===== src/drl_pkg.sv =====
// Constants, types and register map of the differential relay link supervisor
// Function
// Twelve output flags carry the flags received from the remote end.
// Twelve user input flags are transmitted to the remote end.
// One isolated bad frame neither disables protection nor flags link failure.
// Recurring errors are detected and disable protection while they persist.
// While disabled by link errors, a link failure flag is asserted.
// Healthy data again restores protection and clears the failure flag automatically.
// Phase differential and restraint currents are reported per unit of rated current.
// Plain two-end mode behaves as the single-channel two-end version.
// Redundant mode sends and receives all signals on both channels at once.
// Redundant mode stays ready while only one channel has failed.
// Three-end mode blocks protection if either channel has failed.
// Two-channel variant gives twelve received flags per channel.
// One transmit flag set: channel one only in plain mode, both otherwise; off mode enables neither channel.
// Second-remote scale ranges 0.10 to 2.00 in 0.01 steps, default 1.00.
// Operation setting offers off (default), plain, redundant and three-end modes.
// Consecutive bad frames per channel are counted; threshold declares failure.
package drl_pkg;
  localparam int NFLAG = 12;
  localparam int AW    = 6;
  localparam logic [AW-1:0] OFS_MODE    = 6'h00;
  localparam logic [AW-1:0] OFS_THR     = 6'h04;
  localparam logic [AW-1:0] OFS_SCALE   = 6'h08;
  localparam logic [AW-1:0] OFS_RECIP   = 6'h0c;
  localparam logic [AW-1:0] OFS_STAT    = 6'h10;
  localparam logic [AW-1:0] OFS_IRQ_ST  = 6'h14;
  localparam logic [AW-1:0] OFS_IRQ_CLR = 6'h18;
  localparam logic [AW-1:0] OFS_IRQ_EN  = 6'h1c;
  localparam logic [AW-1:0] OFS_PU_BASE = 6'h20;
  localparam logic [7:0]  THR_MIN   = 8'h02;
  localparam logic [7:0]  THR_MAX   = 8'hff;
  localparam logic [7:0]  THR_RST   = 8'h03;
  localparam logic [7:0]  CNT_MAX   = 8'hff;
  localparam logic [7:0]  SCALE_MIN = 8'h0a;
  localparam logic [7:0]  SCALE_MAX = 8'hc8;
  localparam logic [7:0]  SCALE_RST = 8'h64;
  localparam logic [15:0] RECIP_RST = 16'h0100;
  localparam int PU_SHIFT = 8;
  localparam int EV_FAIL1 = 0;
  localparam int EV_FAIL2 = 1;
  localparam int EV_DOWN  = 2;
  localparam int EV_UP    = 3;
  localparam int NEV      = 4;

  typedef enum logic [1:0] {MODE_OFF, MODE_PLAIN, MODE_REDU, MODE_THREE} drl_mode_t;

  typedef struct packed {
    logic [AW-1:0] addr;
    logic [31:0]   wdata;
    logic          we;
    logic          re;
  } drl_bus_req_t;

  typedef struct packed {
    logic             frame_stb;
    logic             frame_ok;
    logic [NFLAG-1:0] flags;
  } drl_rx_t;

  typedef struct packed {
    logic             en;
    logic [NFLAG-1:0] flags;
  } drl_tx_t;

  typedef struct packed {
    logic [2:0][15:0] diff;
    logic [15:0]      bias;
    logic [15:0]      remote2;
  } drl_cur_t;

  typedef logic [3:0][15:0] drl_pu_t;

  typedef struct packed {
    drl_mode_t             mode;
    logic [7:0]            thr;
    logic [7:0]            scale;
    logic [15:0]           recip;
    logic [1:0][7:0]       cnt;
    logic [1:0]            fail;
    logic                  link_fail;
    logic                  prot_en;
    logic [NFLAG-1:0]      rx_flag;
    logic [1:0][NFLAG-1:0] ch_flag;
    drl_tx_t [1:0]         tx;
    logic [NEV-1:0]        irq_st;
    logic [NEV-1:0]        irq_en;
    logic [31:0]           rdata;
    drl_pu_t               pu;
    logic [23:0]           scaled2;
  } drl_state_t;

  localparam drl_state_t ST_RST = '{mode: MODE_OFF, thr: THR_RST, scale: SCALE_RST,
                                    recip: RECIP_RST, default: '0};
endpackage


===== src/drl_link_sup.sv =====
// Link supervision, flag exchange and per-unit reporting of the line differential relay
//
// Local design decisions: the address map and the address-and-strobe port.
`timescale 1ns/1ps
module drl_link_sup (
  input  wire logic                ref_clk_i,
  input  wire logic                sys_rst_i,
  input  wire drl_pkg::drl_bus_req_t bus_i,
  output logic [31:0]              rdata_o,
  input  wire drl_pkg::drl_rx_t    chan1_rx_i,
  input  wire drl_pkg::drl_rx_t    chan2_rx_i,
  input  wire logic [11:0]         transmit_flag_i,
  output drl_pkg::drl_tx_t         chan1_tx_o,
  output drl_pkg::drl_tx_t         chan2_tx_o,
  output logic [11:0]              received_flag_o,
  output logic [11:0]              chan1_received_flag_o,
  output logic [11:0]              chan2_received_flag_o,
  output logic                     link_failure_flag_o,
  output logic                     protection_enable_o,
  input  wire drl_pkg::drl_cur_t   cur_i,
  output drl_pkg::drl_pu_t         pu_o,
  output logic [23:0]              second_remote_scaled_o,
  output logic                     irq_o
);
  import drl_pkg::*;

  drl_state_t     st_ff;
  drl_state_t     nxt_st;
  drl_rx_t [1:0]  rx;
  logic [NEV-1:0] ev;
  logic [NEV-1:0] clr;
  logic [31:0]    rd_val;

  assign rx = {chan2_rx_i, chan1_rx_i};

  function automatic logic [7:0] cnt_upd(input logic [7:0] c, input drl_rx_t r);
    if (r.frame_stb && r.frame_ok) begin
      cnt_upd = 8'h00;
    end else if (r.frame_stb && c != CNT_MAX) begin
      cnt_upd = c + 8'h01;
    end else begin
      cnt_upd = c;
    end
  endfunction

  function automatic logic [7:0] clamp(input logic [7:0] v, input logic [7:0] lo,
                                       input logic [7:0] hi);
    if (v < lo) begin
      clamp = lo;
    end else if (v > hi) begin
      clamp = hi;
    end else begin
      clamp = v;
    end
  endfunction

  function automatic logic link_down(input drl_mode_t m, input logic [1:0] f);
    unique case (m)
      MODE_OFF:   link_down = 1'b0;
      MODE_PLAIN: link_down = f[0];
      MODE_REDU:  link_down = &f;
      MODE_THREE: link_down = |f;
    endcase
  endfunction

  function automatic logic [15:0] to_pu(input logic [15:0] raw, input logic [15:0] rc);
    logic [31:0] p;
    p = 32'(raw) * 32'(rc);
    to_pu = p[PU_SHIFT+15:PU_SHIFT];
  endfunction

  always_comb begin
    clr = '0;
    if (bus_i.we && bus_i.addr == OFS_IRQ_CLR) begin
      clr = bus_i.wdata[NEV-1:0];
    end
    unique case (bus_i.addr)
      OFS_MODE:    rd_val = {30'h0, st_ff.mode};
      OFS_THR:     rd_val = {24'h0, st_ff.thr};
      OFS_SCALE:   rd_val = {24'h0, st_ff.scale};
      OFS_RECIP:   rd_val = {16'h0, st_ff.recip};
      OFS_STAT:    rd_val = {8'h0, st_ff.cnt[1], st_ff.cnt[0], 2'h0, st_ff.fail,
                             st_ff.link_fail, st_ff.prot_en, st_ff.mode};
      OFS_IRQ_ST:  rd_val = {28'h0, st_ff.irq_st};
      OFS_IRQ_EN:  rd_val = {28'h0, st_ff.irq_en};
      6'h20:       rd_val = {16'h0, st_ff.pu[0]};
      6'h24:       rd_val = {16'h0, st_ff.pu[1]};
      6'h28:       rd_val = {16'h0, st_ff.pu[2]};
      6'h2c:       rd_val = {16'h0, st_ff.pu[3]};
      default:     rd_val = 32'h0;
    endcase
  end

  always_comb begin
    nxt_st = st_ff;
    if (bus_i.we) begin
      unique case (bus_i.addr)
        OFS_MODE:   nxt_st.mode = drl_mode_t'(bus_i.wdata[1:0]);
        OFS_THR:    nxt_st.thr = clamp(bus_i.wdata[7:0], THR_MIN, THR_MAX);
        OFS_SCALE:  nxt_st.scale = clamp(bus_i.wdata[7:0], SCALE_MIN, SCALE_MAX);
        OFS_RECIP:  nxt_st.recip = bus_i.wdata[15:0];
        OFS_IRQ_EN: nxt_st.irq_en = bus_i.wdata[NEV-1:0];
        default:    nxt_st.mode = st_ff.mode;
      endcase
    end
    // Both channels are always supervised so a mode change sees current health
    for (int i = 0; i < 2; i++) begin
      nxt_st.cnt[i] = cnt_upd(st_ff.cnt[i], rx[i]);
      nxt_st.fail[i] = nxt_st.cnt[i] >= st_ff.thr;
      if (rx[i].frame_stb && rx[i].frame_ok) begin
        nxt_st.ch_flag[i] = rx[i].flags;
      end
    end
    nxt_st.link_fail = link_down(st_ff.mode, nxt_st.fail);
    nxt_st.prot_en = st_ff.mode != MODE_OFF && !nxt_st.link_fail;
    // Redundant link falls back to the second copy while the first is down
    nxt_st.rx_flag = (st_ff.mode == MODE_REDU && nxt_st.fail[0]) ?
                     nxt_st.ch_flag[1] : nxt_st.ch_flag[0];
    nxt_st.tx[0].en = st_ff.mode != MODE_OFF;
    nxt_st.tx[0].flags = nxt_st.tx[0].en ? transmit_flag_i : '0;
    nxt_st.tx[1].en = st_ff.mode == MODE_REDU || st_ff.mode == MODE_THREE;
    nxt_st.tx[1].flags = nxt_st.tx[1].en ? transmit_flag_i : '0;
    ev[EV_FAIL1] = nxt_st.fail[0] && !st_ff.fail[0];
    ev[EV_FAIL2] = nxt_st.fail[1] && !st_ff.fail[1];
    ev[EV_DOWN] = nxt_st.link_fail && !st_ff.link_fail;
    ev[EV_UP] = !nxt_st.link_fail && st_ff.link_fail;
    // An event in the clearing cycle survives the clear
    nxt_st.irq_st = (st_ff.irq_st & ~clr) | ev;
    for (int p = 0; p < 3; p++) begin
      nxt_st.pu[p] = to_pu(cur_i.diff[p], st_ff.recip);
    end
    nxt_st.pu[3] = to_pu(cur_i.bias, st_ff.recip);
    nxt_st.scaled2 = 24'(cur_i.remote2) * 24'(st_ff.scale);
    nxt_st.rdata = bus_i.re ? rd_val : 32'h0;
  end

  always_ff @(posedge ref_clk_i) begin
    if (sys_rst_i) begin
      st_ff <= ST_RST;
    end else begin
      st_ff <= nxt_st;
    end
  end

  assign rdata_o                = st_ff.rdata;
  assign chan1_tx_o             = st_ff.tx[0];
  assign chan2_tx_o             = st_ff.tx[1];
  assign received_flag_o        = st_ff.rx_flag;
  assign chan1_received_flag_o  = st_ff.ch_flag[0];
  assign chan2_received_flag_o  = st_ff.ch_flag[1];
  assign link_failure_flag_o    = st_ff.link_fail;
  assign protection_enable_o    = st_ff.prot_en;
  assign pu_o                   = st_ff.pu;
  assign second_remote_scaled_o = st_ff.scaled2;
  assign irq_o                  = |(st_ff.irq_st & st_ff.irq_en);
endmodule // drl_link_sup


===== config.mk =====
export PLATFORM = sky130hd
export DESIGN_NAME = drl_link_sup
export DESIGN_NICKNAME = d
export VERILOG_FILES = /design/src/drl_pkg.sv /design/src/drl_link_sup.sv
export SDC_FILE = /design/constraint.sdc
export NUM_CORES = 2
export LEC_CHECK = 0
export ABC_CLOCK_PERIOD_IN_PS = 10400
export BUFFER_PORTS_ARGS = -buffer_cell sky130_fd_sc_hd__buf_2
export CAP_MARGIN = 20
export CORE_ASPECT_RATIO = 0.9
export CORE_UTILIZATION = 40
export DETAILED_ROUTE_END_ITERATION = 16
export GPL_TIMING_DRIVEN = 1
export PLACE_DENSITY = 0.57
export SLEW_MARGIN = 5
export SYNTH_ARGS = -nofsm -noshare
export SYNTH_HDL_FRONTEND = slang
export SYNTH_SLANG_ARGS = --single-unit

===== constraint.sdc =====
create_clock -name ref_clk_i -period 10.4 [get_ports ref_clk_i]
set_clock_uncertainty 0.05 [all_clocks]
set_input_delay 2.08 -clock ref_clk_i [delete_from_list [all_inputs] [get_ports ref_clk_i]]
set_output_delay 2.08 -clock ref_clk_i [all_outputs]
set_load 0.02 [all_outputs]

* After elaboration in Yosys (flattened, before gate mapping) *
Index checks and enable logic that the tools add are counted.

storage, ports and cells
  flip-flop bits (word level) = 244
  input bits = 162
  output and inout port bits = 185
  logic and storage cells = 104

cells by class
  add/sub/neg operators = 2
  multiply operators = 5
  order comparisons = 6
  equal/unequal tests = 16
  mux-type cells = 14
  bitwise logic cells = 7
  reductions and logical operators = 30

operator list
  cell                 number
  $pmux 24 s11         1
  $mul 16x16->24       4
  $mux 8               8
  $mux 12              3
  $eq 6x5->1 const B   4
  $eq 6x6->1 const B   4
  $mul 16x8->24        1
  $add 8x1->8 const B  2
  $ge 8x8->1           2
  $gt 8x8->1 const B   2
  $ne 8x8->1 const B   2
  $eq 6x4->1 const B   2
  $reduce_and 2->1     6
  $logic_and 1x1->1    11
  $and 4x4->4          2
  $lt 8x2->1 const B   1
  $lt 8x4->1 const B   1
  $reduce_or 2->1      4
  $eq 6x3->1 const B   1
  $logic_not 6->1      1
  $eq 2x2->1 const B   2
  $logic_not 1->1      4
  $mux 4               1
  $not 4->4            1
  other kinds (8)      10

* Logic depth before layout (Yosys ltp) *
  depth in word-level cells = 10
  mapped depth = 25
  depth with buffers taken out = 23

* Worst setup path before layout *
OpenSTA, ideal clock, no wires.

  kind = input -> register
  start point = input cur_i[26] (netlist name)
  end point = register st_ff (netlist bit pu_o[62])
  setup time = 0.128 ns
  arrival = 7.299 ns
  data required time = 10.222 ns
  setup slack = 2.924 ns
  stages on the path = 21
  buffers on the path = 1
  path through = clkbuf_1 -> nand2_1 -> fa_1 -> fa_1 -> fa_1 -> fa_1 -> inv_1 -> fa_1 -> inv_1 -> fa_1 -> inv_1 -> ha_1 -> o21a_1 -> o21a_1 -> o31ai_1 -> o21ai_2 -> o41ai_4 -> o311ai_4 -> a21oi_1 -> xor2_1 -> nor2_1

between the ends
  cells in the longest elaborated chain, start to end = 1

ends and longest elaborated chain
  what                  line                 text
  start, declared       drl_link_sup.sv:20   input wire drl_pkg::drl_cur_t cur_i,
  $mul 16x16->24        drl_link_sup.sv:68   p = 32'(raw) * 32'(rc);
  end signal, assigned  drl_link_sup.sv:141  st_ff <= nxt_st;
  end, declared         drl_link_sup.sv:27   drl_state_t st_ff;

Every way passes these cells.
A chain may end at the register's enable or synchronous reset.

* Final worst setup path *
  start point = input cur_i[54] (netlist name)
  end point = register st_ff (netlist bit pu_o[31])

The elaborated chain is that of the path after synthesis.

==> results.json <==
{
  "critical_path_arrival_ps": 8010,
  "initial_core_util_pct": 40.48,
  "synth_seq_area_share_pct": 11.65,
  "cp_capture_type": "register",
  "area_of_the_die_um2": 102700,
  "ctsHoldBuffers": 0,
  "vias": 29710,
  "post_cts.repair.setup_buffers": 0,
  "setup_total_negative_slack_ps": 0,
  "worst_pin_slew_ps": 1024,
  "final_area_um2": 42990,
  "fin_ws_ps": 2810,
  "cts_repair_resize_count": 0,
  "grt_antenna_before_repair": 17,
  "report.final.setup_viol": 0,
  "synth.ff_latch_count": 236,
  "largest_net_degree_at_the_start_of_global_routing": 73,
  "drt_wl_total_um": 117100,
  "critical_path.most_common_cell": "sky130_fd_sc_hd__fa_1",
  "i_o_pin_total": 347,
  "min_period_over_period_pct": 72.98,
  "mostFrequentLayoutCells": "sky130_fd_sc_hd__inv_1, sky130_fd_sc_hd__fa_1, sky130_fd_sc_hd__nand2_1",
  "asyncSetResetFlopFracSynth_pct": 0,
  "cts_tree": "built",
  "static-leakage-power_nw": 21.22,
  "cts_root_buffer": "sky130_fd_sc_hd__clkbuf_16",
  "slew_viol_final": 0,
  "achievable_clock_frequency_ghz": 0.1318,
  "cts_inserted_buffers": 31,
  "placed_cell_area_um2": 41950,
  "clock_tree.buffer_depth": 3,
  "grt_util_all_layers_pct": 23.23,
  "postSynthAreaPerCell_um2": 8.772,
  "hp-class": "reg2reg",
  "gp_congestion": 0.8821,
  "top_fanout_value_on_the_critical_path": 16,
  "cpMaxStageDelayCell": "sky130_fd_sc_hd__a2111oi_0",
  "floorplan.core_area_um2": 100200,
  "min-delay-start": "st_ff[219]$_SDFFE_PP0P_",
  "grt-ovfl-total": 0,
  "wire_per_inst_um": 19.56,
  "clock_slew_at_the_register_clock_pins_of_the_worst_setup_and_hold_paths_ps": 60,
  "post-route-min-period_ps": 7590,
  "portBuffers": 322,
  "hold_viol_final": 0,
  "syn_area_um2": 40560,
  "clk_sink_count": 236,
  "worstSetupStartpoint": "cur_i[54]",
  "post-dp-hpwl_um": 89040,
  "synth.yosys.warnings": 0,
  "detail_route.drc_violations": 0,
  "fraction_of_layout_cells_with_a_size_suffix_above_1_pct": 9.599,
  "mostFrequentLayoutCell": "sky130_fd_sc_hd__inv_1",
  "firstDrtPassIters": 8,
  "synth_edf_count": 0,
  "grt_setup_unrepaired": "false",
  "slew_headroom_pct": 31.50,
  "chipHeight_um": 304.1,
  "detail_route.vias_per_cell": 4.964,
  "ys.flop_type": "sky130_fd_sc_hd__dfxtp_1",
  "count_of_antenna_violating_nets_left_after_detailed_routing": 0,
  "htreeDepth": 1,
  "synthCells": 4624,
  "numPlacedInstances": 5923,
  "power.ir.vdd_worst_mv": 0.1386,
  "grt_first_pass_wirelength_um": 182700,
  "totalPowerFinal_mw": 2.926,
  "post_route_non_filler_standard_cell_count": 5985,
  "insertion_delay_ps": 630,
  "synth_cell_type_count": 69,
  "cpPeakStageDelay_ps": 790,
  "number_of_global_route_vias_before_repair": 31240,
  "worst_r2r_startpoint": "st_ff[213]$_SDFFE_PP0P_",
  "preCtsSetupSlack_ps": 2199,
  "fp.dieW_um": 337.7,
  "critical_path.cell_chain": "buf_2 -> and2_1 -> fa_1 -> inv_1 -> fa_1 -> fa_1 -> inv_1 -> fa_1 -> fa_1 -> inv_1 -> fa_1 -> inv_1 -> ha_1 -> o21ai_0 -> nand2b_1 -> a21oi_1 -> a2111oi_0 -> nand4b_1 -> nand2_1 -> o21ai_0 -> xnor2_1 -> nor2_1",
  "startpoint_type": "input pin",
  "fillers": 10090,
  "layout-area-overhead-vs-synth_pct": 5.984,
  "critical_path_class": "in2reg",
  "std_cell_rows": 110,
  "cap_viol_max_count": 0,
  "drt_iter0_markers": 1691,
  "p_per_area_nw_per_um2": 68.06,
  "final_nets": 5852,
  "worstPathRequired_ps": 10820,
  "status": "complete, no violations"
}
worst paths after layout:
path	cells past startpoint	slack, ps	end
hold / removal	2	400	st_ff[219]$_SDFFE_PP0P_
setup / recovery	22	2810	pu_o[31]$_SDFF_PP0_
hold reg to reg	2	400	st_ff[219]$_SDFFE_PP0P_
setup reg to reg	22	3370	pu_o[31]$_SDFF_PP0_
worst max-delay path: cells and delay by family:
| kind | cells | cell delay, ps |
|---|---|---|
| AO/OA/AOI/OAI | 4 | 1200 |
| XOR/XNOR | 1 | 160 |
| adder cells (fa/ha/maj) | 7 | 3170 |
| buffers and inverters | 5 | 620 |
| AND/OR/NAND/NOR | 5 | 760 |
metrics by stage:
step / hold WS, ps / util, %
global route: 420.3 / 42.90
floorplan: 392.0 / -
detailed placement: 394.9 / 41.87
finish: 401.0 / 42.90
CTS: 401.9 / 42.89
global placement: 393.0 / 41.87
layer usage:
| layer | share of wire (%) | wire [um] | track usage, % |
|---|---|---|---|
| met2 | 46 | 53390 | 37.28 |
| met5 | 0.081 | 95 | 0 |
| met3 | 8.5 | 9959 | 4.837 |
| met4 | 2.2 | 2565 | 5.083 |
| met1 | 44 | 51050 | 32.09 |
cells in the mapped netlist, drive strengths merged (6+ instances only):
| master | number | share of area (%) |
|---|---|---|
| nor3 | 41 | 0.51 |
| o21bai | 8 | 0.15 |
| a211oi | 19 | 0.35 |
| nand2b | 15 | 0.23 |
| and2 | 526 | 8.1 |
| ha | 326 | 10 |
| xor2 | 52 | 1.1 |
| inv | 921 | 8.5 |
| nand4 | 16 | 0.25 |
| and3 | 9 | 0.14 |
| a31oi | 13 | 0.20 |
| a21o | 27 | 0.50 |
| a221oi | 6 | 0.13 |
| o21a | 11 | 0.20 |
| a22oi | 18 | 0.33 |
| buf | 196 | 3.5 |
| or2 | 8 | 0.12 |
| mux2i | 31 | 0.77 |
| nor2b | 24 | 0.37 |
| o21ai | 32 | 0.41 |
| a222oi | 18 | 0.44 |
| nor2 | 175 | 1.6 |
| xnor2 | 100 | 2.2 |
| fa | 752 | 37 |
| nand3 | 23 | 0.28 |
| a21oi | 110 | 1.4 |
| nand2 | 635 | 5.9 |
| dfxtp | 236 | 12 |
| clkbuf | 210 | 1.9 |
final cells by class:
type	count	area, um^2	area share [%]
Timing Repair Buffer	354	1858	4.322
Inverter	921	3457	8.042
Clock inverter	15	116.4	0.2707
Multi-Input combinational cell	3068	30210	70.28
Clock buffer	42	907.1	2.110
Tap cell	1344	1682	3.912
Sequential cell	236	4743	11.03
Antenna cell	5	12.51	0.02911
cells by family after synthesis:
group,count (synthesis),synth area share (%)
adder cells (fa/ha/maj),1078,47.17
other,1,0.009245
multiplexers,32,0.7928
XOR/XNOR,152,3.282
flip-flops,236,11.65
AO/OA/AOI/OAI,303,5.204
AND/OR/NAND/NOR,1495,17.92
buffers and inverters,1327,13.97
sequential cells by signal (all words and copies together), names as in the netlist:
name	cells
second_remote_scaled_o	24
received_flag_o	12
pu_o	64
rdata_o	24
protection_enable_o	1
chan2_received_flag_o	12
chan1_received_flag_o	12
chan1_tx_o	13
chan2_tx_o	13
st_ff	60
link_failure_flag_o	1
power breakdown:
part | internal, mW | switching, mW | leakage [nW] | total (mW)
sequential | 0.962 | 0.0573 | 1.94 | 1.02
combinational | 0.306 | 0.524 | 18.8 | 0.830
clock | 0.613 | 0.464 | 0.505 | 1.08
(Power assumes the default switching activity.)
